==> config.mk <==
export PLATFORM = sky130hd
export DESIGN_NAME = bsc_section_codec
export DESIGN_NICKNAME = d
export VERILOG_FILES = /design/src/rtl/bsc_pkg.sv /design/src/rtl/bsc_section_codec.sv /design/src/rtl/bsc_encoder.sv /design/src/rtl/bsc_ais_gen.sv
export SDC_FILE = /design/constraint.sdc
export NUM_CORES = 1
export LEC_CHECK = 0
export BUFFER_PORTS_ARGS = -buffer_cell sky130_fd_sc_hd__buf_2
export CORE_MARGIN = 3
export CORE_UTILIZATION = 45
export CTS_CLUSTER_SIZE = 24
export DETAILED_ROUTE_END_ITERATION = 8
export PLACE_DENSITY_LB_ADDON = 0.08
export SLEW_MARGIN = 20
export SYNTH_ARGS = -nofsm -noshare
export SYNTH_HDL_FRONTEND = slang
export SYNTH_SLANG_ARGS = --single-unit
==> constraint.sdc <==
create_clock -name CLK -period 10.7 [get_ports CLK]
set_input_delay 1.07 -clock CLK [delete_from_list [all_inputs] [get_ports CLK]]
set_output_delay 1.07 -clock CLK [all_outputs]
set_load 0.01 [all_outputs]
==> src/rtl/bsc_pkg.sv <==
// shared constants and types for the bipolar section line codec
package bsc_pkg;

  // clock and line rates
  localparam int unsigned CLK_KHZ        = 200000;
  localparam int unsigned LINE_RATE_KHZ  = 44736;
  // nco step per clock: line rate over clock rate, scaled by 2^32
  localparam logic [31:0] NCO_INC        = 32'((64'(LINE_RATE_KHZ) << 32) / 64'(CLK_KHZ));
  // phase loaded on a mark edge: the next step crosses half scale, so the
  // sample lands two clocks after the synced edge, mid-symbol, not at its end
  localparam logic [31:0] NCO_REALIGN    = 32'h8000_0000 - NCO_INC;

  // loss of signal thresholds, in bit periods
  localparam int unsigned LOS_ZERO_RUN   = 175;
  localparam int unsigned LOS_CLEAR_BITS = 175;

  // alarm frame geometry: 7 subframes of 8 blocks of 85 bits
  localparam int unsigned AIS_BLOCK_BITS = 85;
  localparam int unsigned AIS_BLOCKS     = 8;
  localparam int unsigned AIS_SUBFRAMES  = 7;

  // register offsets
  localparam logic [7:0] REG_CTRL        = 8'h00;
  localparam logic [7:0] REG_STATUS      = 8'h04;
  localparam logic [7:0] REG_INT_STATUS  = 8'h08;
  localparam logic [7:0] REG_INT_MASK    = 8'h0C;

  // field positions
  localparam int unsigned CTRL_MON_BIT   = 0;
  localparam int unsigned ST_LOS_BIT     = 0;
  localparam int unsigned ST_TSF_BIT     = 1;
  localparam int unsigned ST_LOSS_FAULT_CAUSE_BIT    = 2;
  localparam int unsigned ST_SSF_BIT     = 3;
  localparam int unsigned EV_LOS_SET     = 0;
  localparam int unsigned EV_LOS_CLR     = 1;
  localparam int unsigned EV_VIOL        = 2;
  localparam int unsigned EV_WIDTH       = 3;

  // reset values
  localparam logic       CTRL_MON_RST    = 1'b1;
  localparam logic [2:0] INT_MASK_RST    = 3'h0;

  // one bipolar line symbol as two rails
  typedef struct packed {
    logic pos;
    logic neg;
  } bsc_sym_t;

  // defect and fail indications
  typedef struct packed {
    logic loss_fault_cause;
    logic server_fail;
    logic trail_fail;
    logic signal_loss;
  } bsc_alarm_t;

  // loss detector states
  typedef enum logic [1:0] {
    LOS_GOOD = 2'b01,
    LOS_LOST = 2'b10
  } bsc_los_state_t;

endpackage : bsc_pkg

==> src/rtl/bsc_section_codec.sv <==
// section line codec top: encoder, decoder with clock recovery, loss detect, registers
//
// Local design decisions: the address-and-strobe port and the placing of the registers.
module bsc_section_codec (
  // clock and reset
  input  wire logic         CLK,
  input  wire logic         RSTN,
  // payload source side
  input  wire logic         PAYLOAD_CLOCK,
  input  wire logic         PAYLOAD_DATA,
  // line transmit
  output logic              LINE_POS,
  output logic              LINE_NEG,
  output logic              LINE_CLOCK,
  // line receive
  input  wire logic         RX_POS,
  input  wire logic         RX_NEG,
  // payload sink side
  output logic              SECTION_DATA,
  output logic              RECOVERED_CLOCK,
  output logic              SERVER_FAIL,
  output logic              TRAIL_FAIL,
  output logic              LOSS_FAULT,
  // register port
  input  wire logic [7:0]   REG_ADDR,
  input  wire logic [31:0]  REG_WDATA,
  input  wire logic         REG_WR,
  input  wire logic         REG_RD,
  output logic [31:0]       REG_RDATA,
  output logic              IRQ
);

  // reset release synchroniser
  logic rst_meta, rst_n;
  always_ff @(posedge CLK or negedge RSTN) begin
    if (!RSTN) begin
      rst_meta <= 1'b0;
      rst_n    <= 1'b0;
    end else begin
      rst_meta <= 1'b1;
      rst_n    <= rst_meta;
    end
  end

  // pin synchronisers, two stages then one edge stage
  logic [1:0] pclk_s, pdat_s, rxp_s, rxn_s;
  logic       pclk_d, pdat_d, rx_mark_d;
  always_ff @(posedge CLK or negedge rst_n) begin
    if (!rst_n) begin
      pclk_s    <= 2'b00;
      pdat_s    <= 2'b00;
      rxp_s     <= 2'b00;
      rxn_s     <= 2'b00;
      pclk_d    <= 1'b0;
      pdat_d    <= 1'b0;
      rx_mark_d <= 1'b0;
    end else begin
      pclk_s    <= {pclk_s[0], PAYLOAD_CLOCK};
      pdat_s    <= {pdat_s[0], PAYLOAD_DATA};
      rxp_s     <= {rxp_s[0], RX_POS};
      rxn_s     <= {rxn_s[0], RX_NEG};
      pclk_d    <= pclk_s[1];
      pdat_d    <= pdat_s[1];
      rx_mark_d <= rxp_s[1] | rxn_s[1];
    end
  end

  // transmit path: payload bit taken on each payload clock rising edge
  logic              tx_stb;
  bsc_pkg::bsc_sym_t tx_sym;
  assign tx_stb = pclk_s[1] & ~pclk_d;

  bsc_encoder u_encoder (
    .clk     (CLK),
    .rst_n   (rst_n),
    .bit_stb (tx_stb),
    .bit_in  (pdat_d),
    .sym_out (tx_sym)
  );

  // line outputs follow the delayed payload clock with constant latency
  logic next_line_clock;
  assign next_line_clock = pclk_d;
  always_ff @(posedge CLK or negedge rst_n) begin
    if (!rst_n) begin
      LINE_POS   <= 1'b0;
      LINE_NEG   <= 1'b0;
      LINE_CLOCK <= 1'b0;
    end else begin
      LINE_POS   <= tx_sym.pos;
      LINE_NEG   <= tx_sym.neg;
      LINE_CLOCK <= next_line_clock;
    end
  end

  // receive clock recovery: nco re-phased on each mark leading edge
  logic [31:0] phase, next_phase;
  logic        mark_edge, tick, next_tick;
  assign mark_edge = (rxp_s[1] | rxn_s[1]) & ~rx_mark_d;
  always_comb begin
    next_phase = phase + bsc_pkg::NCO_INC;
    next_tick  = 1'b0;
    if (mark_edge) begin
      next_phase = bsc_pkg::NCO_REALIGN;
    end else if (!phase[31] && next_phase[31]) begin
      next_tick = 1'b1;                                 // bit centre
    end
  end
  always_ff @(posedge CLK or negedge rst_n) begin
    if (!rst_n) begin
      phase <= 32'h0000_0000;
      tick  <= 1'b0;
    end else begin
      phase <= next_phase;
      tick  <= next_tick;
    end
  end

  // decoder: a violation clears itself and the two bits before it
  logic [2:0] dq, next_dq;
  logic       last_pos, next_last_pos, seen, next_seen;
  logic       viol, rx_bit, smp_mark;
  always_comb begin
    smp_mark      = rxp_s[1] | rxn_s[1];
    viol          = smp_mark && seen && (rxp_s[1] == last_pos);
    rx_bit        = smp_mark && !viol;
    next_dq       = dq;
    next_last_pos = last_pos;
    next_seen     = seen;
    if (tick) begin
      if (viol) begin
        next_dq = {1'b0, 1'b0, 1'b0};
      end else begin
        next_dq = {dq[1], dq[0], rx_bit};
      end
      if (smp_mark) begin
        next_last_pos = rxp_s[1];
        next_seen     = 1'b1;
      end
    end
  end
  always_ff @(posedge CLK or negedge rst_n) begin
    if (!rst_n) begin
      dq       <= 3'b000;
      last_pos <= 1'b0;
      seen     <= 1'b0;
    end else begin
      dq       <= next_dq;
      last_pos <= next_last_pos;
      seen     <= next_seen;
    end
  end

  // loss detector: long zero run declares, a clean stretch clears
  bsc_pkg::bsc_los_state_t los_st, next_los_st;
  logic [7:0] zrun, next_zrun, clr_cnt, next_clr_cnt;
  logic       run_hit;
  always_comb begin
    next_los_st  = los_st;
    next_zrun    = zrun;
    next_clr_cnt = clr_cnt;
    run_hit      = (zrun >= 8'(bsc_pkg::LOS_ZERO_RUN - 1));
    if (tick) begin
      if (smp_mark) begin
        next_zrun = 8'd0;
      end else if (!run_hit) begin
        next_zrun = zrun + 8'd1;
      end
      case (los_st)
        bsc_pkg::LOS_GOOD: begin
          next_clr_cnt = 8'd0;
          if (!smp_mark && run_hit) begin
            next_los_st = bsc_pkg::LOS_LOST;
          end
        end
        bsc_pkg::LOS_LOST: begin
          if (!smp_mark && run_hit) begin
            next_clr_cnt = 8'd0;
          end else if (clr_cnt == 8'(bsc_pkg::LOS_CLEAR_BITS - 1)) begin
            next_los_st = bsc_pkg::LOS_GOOD;
          end else begin
            next_clr_cnt = clr_cnt + 8'd1;
          end
        end
        default: next_los_st = bsc_pkg::LOS_GOOD;
      endcase
    end
  end
  always_ff @(posedge CLK or negedge rst_n) begin
    if (!rst_n) begin
      los_st  <= bsc_pkg::LOS_GOOD;
      zrun    <= 8'd0;
      clr_cnt <= 8'd0;
    end else begin
      los_st  <= next_los_st;
      zrun    <= next_zrun;
      clr_cnt <= next_clr_cnt;
    end
  end

  // alarm signal source, timed by the recovered or free-running bit tick
  logic ais_bit;
  bsc_ais_gen u_ais (
    .clk     (CLK),
    .rst_n   (rst_n),
    .tick    (tick),
    .ais_bit (ais_bit)
  );

  // defects, consequent actions and sink outputs
  logic              mon, next_mon;
  logic              los;
  bsc_pkg::bsc_alarm_t alm;
  logic              next_data;
  assign los = (los_st == bsc_pkg::LOS_LOST);
  always_comb begin
    alm.signal_loss      = los;
    alm.trail_fail       = los;
    alm.server_fail      = alm.trail_fail;
    alm.loss_fault_cause = mon & los;
    next_data            = SECTION_DATA;
    if (tick) begin
      next_data = alm.trail_fail ? ais_bit : dq[2];
    end
  end
  always_ff @(posedge CLK or negedge rst_n) begin
    if (!rst_n) begin
      SECTION_DATA    <= 1'b0;
      RECOVERED_CLOCK <= 1'b0;
      SERVER_FAIL     <= 1'b0;
      TRAIL_FAIL      <= 1'b0;
      LOSS_FAULT      <= 1'b0;
    end else begin
      SECTION_DATA    <= next_data;
      RECOVERED_CLOCK <= ~phase[31];
      SERVER_FAIL     <= alm.server_fail;
      TRAIL_FAIL      <= alm.trail_fail;
      LOSS_FAULT      <= alm.loss_fault_cause;
    end
  end

  // register file, interrupt status and mask
  logic [bsc_pkg::EV_WIDTH-1:0] ist, next_ist, imask, next_imask, ev;
  logic [31:0]                  next_rdata;
  logic                         los_q, next_irq, irq_q;
  always_comb begin
    ev                          = '0;
    ev[bsc_pkg::EV_LOS_SET]     = los & ~los_q;
    ev[bsc_pkg::EV_LOS_CLR]     = ~los & los_q;
    ev[bsc_pkg::EV_VIOL]        = tick & viol;
    next_mon   = mon;
    next_imask = imask;
    next_ist   = ist;
    next_rdata = 32'h0000_0000;
    if (REG_WR) begin
      if (REG_ADDR == bsc_pkg::REG_CTRL) begin
        next_mon = REG_WDATA[bsc_pkg::CTRL_MON_BIT];
      end else if (REG_ADDR == bsc_pkg::REG_INT_STATUS) begin
        next_ist = ist & ~REG_WDATA[bsc_pkg::EV_WIDTH-1:0];
      end else if (REG_ADDR == bsc_pkg::REG_INT_MASK) begin
        next_imask = REG_WDATA[bsc_pkg::EV_WIDTH-1:0];
      end
    end
    next_ist = next_ist | ev;                           // set wins over clear
    if (REG_RD) begin
      if (REG_ADDR == bsc_pkg::REG_CTRL) begin
        next_rdata[bsc_pkg::CTRL_MON_BIT] = mon;
      end else if (REG_ADDR == bsc_pkg::REG_STATUS) begin
        next_rdata[bsc_pkg::ST_LOS_BIT]  = alm.signal_loss;
        next_rdata[bsc_pkg::ST_TSF_BIT]  = alm.trail_fail;
        next_rdata[bsc_pkg::ST_LOSS_FAULT_CAUSE_BIT] = alm.loss_fault_cause;
        next_rdata[bsc_pkg::ST_SSF_BIT]  = alm.server_fail;
      end else if (REG_ADDR == bsc_pkg::REG_INT_STATUS) begin
        next_rdata[bsc_pkg::EV_WIDTH-1:0] = ist;
      end else if (REG_ADDR == bsc_pkg::REG_INT_MASK) begin
        next_rdata[bsc_pkg::EV_WIDTH-1:0] = imask;
      end
    end
    next_irq = |(next_ist & next_imask);
  end
  always_ff @(posedge CLK or negedge rst_n) begin
    if (!rst_n) begin
      mon       <= bsc_pkg::CTRL_MON_RST;
      imask     <= bsc_pkg::INT_MASK_RST;
      ist       <= '0;
      los_q     <= 1'b0;
      irq_q     <= 1'b0;
      REG_RDATA <= 32'h0000_0000;
    end else begin
      mon       <= next_mon;
      imask     <= next_imask;
      ist       <= next_ist;
      los_q     <= los;
      irq_q     <= next_irq;
      REG_RDATA <= next_rdata;
    end
  end
  assign IRQ = irq_q;

endmodule : bsc_section_codec

==> src/rtl/bsc_encoder.sv <==
// three-zero substitution encoder from payload bits to bipolar symbols
module bsc_encoder (
  // clock and reset
  input  wire logic          clk,
  input  wire logic          rst_n,
  // payload bit in
  input  wire logic          bit_stb,
  input  wire logic          bit_in,
  // symbol out
  output bsc_pkg::bsc_sym_t  sym_out
);

  bsc_pkg::bsc_sym_t p0, p1, p2, next_p0, next_p1, next_p2;
  bsc_pkg::bsc_sym_t out_q, next_out;
  logic              last_pos, next_last_pos;
  logic              odd, next_odd;
  logic [1:0]        zc, next_zc;

  // substitution decision for each incoming bit
  always_comb begin
    next_p0       = p0;
    next_p1       = p1;
    next_p2       = p2;
    next_out      = out_q;
    next_last_pos = last_pos;
    next_odd      = odd;
    next_zc       = zc;
    if (bit_stb) begin
      next_out = p2;
      next_p2  = p1;
      next_p1  = p0;
      if (bit_in) begin
        next_last_pos = ~last_pos;
        next_p0       = '{pos: ~last_pos, neg: last_pos};
        next_odd      = ~odd;
        next_zc       = 2'd0;
      end else if (zc == 2'd2) begin
        next_zc  = 2'd0;
        next_odd = 1'b0;
        if (odd) begin
          next_p0 = '{pos: last_pos, neg: ~last_pos};    // 00V
        end else begin
          next_last_pos = ~last_pos;
          next_p2 = '{pos: ~last_pos, neg: last_pos};    // B0V
          next_p0 = '{pos: ~last_pos, neg: last_pos};
        end
      end else begin
        next_zc = zc + 2'd1;
        next_p0 = '{pos: 1'b0, neg: 1'b0};
      end
    end
  end

  // state clears on reset
  always_ff @(posedge clk or negedge rst_n) begin
    if (!rst_n) begin
      p0       <= '0;
      p1       <= '0;
      p2       <= '0;
      out_q    <= '0;
      last_pos <= 1'b0;
      odd      <= 1'b0;
      zc       <= 2'd0;
    end else begin
      p0       <= next_p0;
      p1       <= next_p1;
      p2       <= next_p2;
      out_q    <= next_out;
      last_pos <= next_last_pos;
      odd      <= next_odd;
      zc       <= next_zc;
    end
  end

  assign sym_out = out_q;

endmodule : bsc_encoder

==> src/rtl/bsc_ais_gen.sv <==
// alarm signal generator with valid frame, subframe and parity bits
module bsc_ais_gen (
  // clock and reset
  input  wire logic  clk,
  input  wire logic  rst_n,
  // bit timing
  input  wire logic  tick,
  // alarm bit out
  output logic       ais_bit
);

  logic [6:0] bitn, next_bitn;
  logic [2:0] blk, next_blk;
  logic [2:0] sf, next_sf;
  logic       par, next_par;
  logic       pbit, next_pbit;
  logic       out_q, next_out;
  logic       ovh;

  // frame position, overhead values and parity of info bits
  always_comb begin
    next_bitn = bitn;
    next_blk  = blk;
    next_sf   = sf;
    next_par  = par;
    next_pbit = pbit;
    next_out  = out_q;
    ovh       = 1'b0;
    if (tick) begin
      if (bitn == 7'd0) begin
        if (blk == 3'd0) begin
          if (sf < 3'd2) begin
            ovh = 1'b1;                                  // x bits one
          end else if (sf < 3'd4) begin
            ovh = pbit;                                  // parity
          end else begin
            ovh = (sf == 3'd5);                          // m pattern 010
          end
        end else if (blk[0]) begin
          ovh = (blk == 3'd1) || (blk == 3'd7);          // f pattern 1001
        end else begin
          ovh = 1'b0;                                    // c bits zero
        end
        next_out = ovh;
      end else begin
        next_out = bitn[0];                              // 10 after overhead
        next_par = par ^ bitn[0];
      end
      if (bitn == 7'(bsc_pkg::AIS_BLOCK_BITS - 1)) begin
        next_bitn = 7'd0;
        if (blk == 3'(bsc_pkg::AIS_BLOCKS - 1)) begin
          next_blk = 3'd0;
          if (sf == 3'(bsc_pkg::AIS_SUBFRAMES - 1)) begin
            next_sf   = 3'd0;
            next_pbit = next_par;
            next_par  = 1'b0;
          end else begin
            next_sf = sf + 3'd1;
          end
        end else begin
          next_blk = blk + 3'd1;
        end
      end else begin
        next_bitn = bitn + 7'd1;
      end
    end
  end

  // frame counters register
  always_ff @(posedge clk or negedge rst_n) begin
    if (!rst_n) begin
      bitn  <= 7'd0;
      blk   <= 3'd0;
      sf    <= 3'd0;
      par   <= 1'b0;
      pbit  <= 1'b0;
      out_q <= 1'b1;
    end else begin
      bitn  <= next_bitn;
      blk   <= next_blk;
      sf    <= next_sf;
      par   <= next_par;
      pbit  <= next_pbit;
      out_q <= next_out;
    end
  end

  assign ais_bit = out_q;

endmodule : bsc_ais_gen

==> metrics <==
CTS Buf Count=17; clock buffer depth=2; share of cells above drive strength 1=14.1%; Sw Share=roughly 31%; antenna violations before repair=0; Max transition margin=between 40% and 50%; gpl congestion=0.773; Max-cap violations=0; R2R Path Start=zrun[0]$_DFFE_PN0P_; Max Slew Vio Count=0; FF-to-FF End=clr_cnt[4]$_DFFE_PN0P_; clock insertion delay at the later pin of the skew report=a little over 0.4 ns; largest fanout on the critical path=11; P_sw=slightly above 0.5 mW; part of the power in the clock network=35.8%; crit-path cells=inv_1, ha_1, o211a_1, o21a_1, o211ai_1, nand2_1, or4_1, mux2i_1; R2R cell count=8; Setup Buffers After CTS=0; Detail Placement HPWL=6340 um; I/O pins=89; cell taking the most area after synthesis=dfrtp_1; routed vias/inst=between 5 and 6; DRT Pass-1 Iters=4; Die Wd=about 120 um; Cell Area, Placed=~0.0056 sq mm; FP Rows=39; EDFF count, synth=0; ant diodes=0; combinational share of power=between 20% and 30%; sequential element share of the synthesized area=a little over half; met2 WL post-DR=between 4000 and 5000 um; CP delay by family, top=compound AO/OA/AOI/OAI gates; area delta synth->final=14.2%; Max Clk Rate=about 360 MHz; H-tree levels=4; TritonCTS clock tree=yes; antenna-violating nets left=0; M1 WL=4720 um; Yosys reg bits=approximately 110; max layer used=met4; type of the tightest min-delay check=flop to asynchronous set/reset pin; VDD IR-drop max=0.000149 V; DIE HEIGHT=around 120 um; Setup crit start kind=flop; Critical Path AT=between 3 and 4 ns; nets=roughly 640; setup_tns=0 ns; CTS Hold Bufs=0; total internal power=~1.1 mW; core area=0.0117 sq mm; Die ar.=between 0.01 and 0.015 sq mm; Synth top cells by count=111 x dfrtp_1, 76 x nand2_1, 52 x nor2_1, 36 x o21ai_0, 29 x buf_4; Filler cells=between 1,000 and 1,500; kind of critical path=flop to flop; final setup vio count=0; PnR worst setup slack=7.96 ns; CTS root buffer=clkbuf_16; vias in the first global route=3,424; Tmin final=between 2 and 3 ns; WP data required=11.03 ns; proportion of power drawn by flip-flops and latches=40.3%; number of remaining DRC errors=0; Starting Density=between 40% and 50%; final hold viol count=0; Tot GR Track Use=approximately 15%; share of the synthesized area in the top cell type=approximately 50%; 1st-iter DRT viols=roughly 180; Mean Syn Cell Area=between 9 and 10 sq um; grt total ovfl=0; clock-pin slew on the worst setup and hold paths=0.05 ns; Worst setup EP type=flop; total power=roughly 1.6 mW; cell count after synthesis=roughly 550; count leader, synth=dfrtp_1; slowest stage delay, CP=~0.67 ns; Buf/Inv on CP=1; metal3 WL=between 400 and 500 um; slowest CP cell=o211ai_1; top area cells in the synthesized netlist=dfrtp_1 51%, nand2_1 5.2%, buf_4 4.0%; Finished Core Util=about 54%; pwr/cell area=roughly 260 mW/mm^2; # port buffers=31; first-pass GRT wire length=16,000 um; Synth Flop Type=dfrtp_1; Yosys warnings=0; Resize count post-CTS=0; Max Clock Skew=0.00880 ns; R2R setup slack=7.96 ns; largest net degree at the start of global routing=67; asr flop ratio synth=between 90% and 100%; Leak=2.88 nW; post-route cell area=0.00626 sq mm; final worst-path cycle share=between 20 and 30%; post-synth cell types=between 50 and 60; status=finished clean; mapped cell area=about 0.0055 sq mm; unrepaired setup endpoints after global routing=false; worst slack at placement=around 8 ns; Slew @ Worst Pin=~0.84 ns; drt wl/cell=approximately 13 um; routed wire length=between 9000 and 10,000 um; CTS sink cnt=approximately 110; via count=about 3,800
-- final cells by class --
type                            instances  area, sq um  area share (%)
Tap cell                              143          179            2.86
Clock inverter                         11          160            2.56
Timing Repair Buffer                   33          170            2.72
Multi-Input combinational cell        395         2360            37.7
Sequential cell                       114         2860            45.7
Inverter                               21         78.8            1.26
Clock buffer                           21          450            7.20
-- registers in the layout (all words and copies together), names as in the netlist, 2 cells and up --
name / count
imask: 3
u_encoder.sym_out: 2
rxn_s: 2
u_ais.blk: 3
los_st: 2
u_ais.bitn: 7
rxp_s: 2
REG_RDATA: 4
pclk_s: 2
ist: 3
u_ais.sf: 3
phase: 30
clr_cnt: 8
u_encoder.p1: 2
u_encoder.zc: 2
u_encoder.p0: 2
dq: 3
u_encoder.p2: 2
pdat_s: 2
zrun: 8
-- metal layers --
layer	global-route usage [%]	vias up
met5	0	-
met4	5.57	0
met3	5.70	10
met2	22.0	83
met1	20.4	1827
li1	-	1877
-- through the flow --
step,hold slack [ns],cells
4_1_cts,0.351,738
3_3_place_gp,0.332,706
6_report,0.344,738
5_1_grt,0.352,738
3_5_place_dp,0.339,706
2_1_floorplan,0.331,575
-- worst max-delay path by stage --
stage | start | endpoint | slack, ns | cells after the start
after floorplan | rst_n$_DFF_PN0_ | IRQ$_DFF_PN0_ | 7.29 | 0
after global placement | zrun[0]$_DFFE_PN0P_ | clr_cnt[4]$_DFFE_PN0P_ | 8.00 | 8
after detailed placement | zrun[0]$_DFFE_PN0P_ | clr_cnt[2]$_DFFE_PN0P_ | 7.96 | 8
after CTS | zrun[0]$_DFFE_PN0P_ | clr_cnt[4]$_DFFE_PN0P_ | 7.95 | 8
after global routing | zrun[0]$_DFFE_PN0P_ | clr_cnt[3]$_DFFE_PN0P_ | 7.74 | 8
final | zrun[0]$_DFFE_PN0P_ | clr_cnt[4]$_DFFE_PN0P_ | 7.96 | 8
-- worst register-to-register path: cells and delay by family, from the launching register on --
family / cells / cell delay (ns)
buf+inv: 1 / 0.07
compound gates: 3 / 1.06
simple gates: 2 / 0.78
fa+ha+maj: 1 / 0.20
flops: 1 / 0.44
mux: 1 / 0.12
-- placed cells by master (no fill, tap or decap), types with 4 or more instances in the layout --
cell type / n
dfrtp_1: 110
nand2_1: 76
nor2_1: 51
o21ai_0: 36
buf_2: 31
conb_1: 29
inv_1: 21
a21oi_1: 20
xor2_1: 18
clkbuf_16: 17
xnor2_1: 14
ha_1: 14
nor2b_1: 10
nand3_1: 10
nor3_1: 9
mux2i_1: 9
mux2_2: 8
nand4_1: 7
and2_1: 7
nand2b_1: 7
o211ai_1: 5
or3_1: 5
o22ai_1: 5
clkinv_2: 5
and4_1: 4
a21o_1: 4
a22o_1: 4
bufinv_16: 4
-- power groups by stage --
| stage | clock, mW | combinational (mW) | sequential (mW) |
|---|---|---|---|
| 6_report | 0.579 | 0.388 | 0.652 |
| 5_1_grt | 0.616 | 0.449 | 0.669 |
| 4_1_cts | 0.593 | 0.395 | 0.651 |
| 3_5_place_dp | 0 | 0.391 | 0.656 |
| 3_3_place_gp | 0 | 0.380 | 0.653 |
| 2_1_floorplan | 0 | 0.334 | 0.636 |
-- cells by family (layout without fill, tap and decap cells) --
group                      Yosys count  in the layout  synth area share (%)
AOI/OAI and AO/OA                  100            100                  11.6
xor gates and xnor gates            32             32                  5.12
adders and majority gates           14             14                  3.20
buffers and inverters               66             86                  6.71
DFF                                114            114                  52.1
muxes                               17             17                  3.29
other                                2             29                 0.137
and+or+nand+nor                    203            203                  17.8
(Power assumes the default switching activity.)
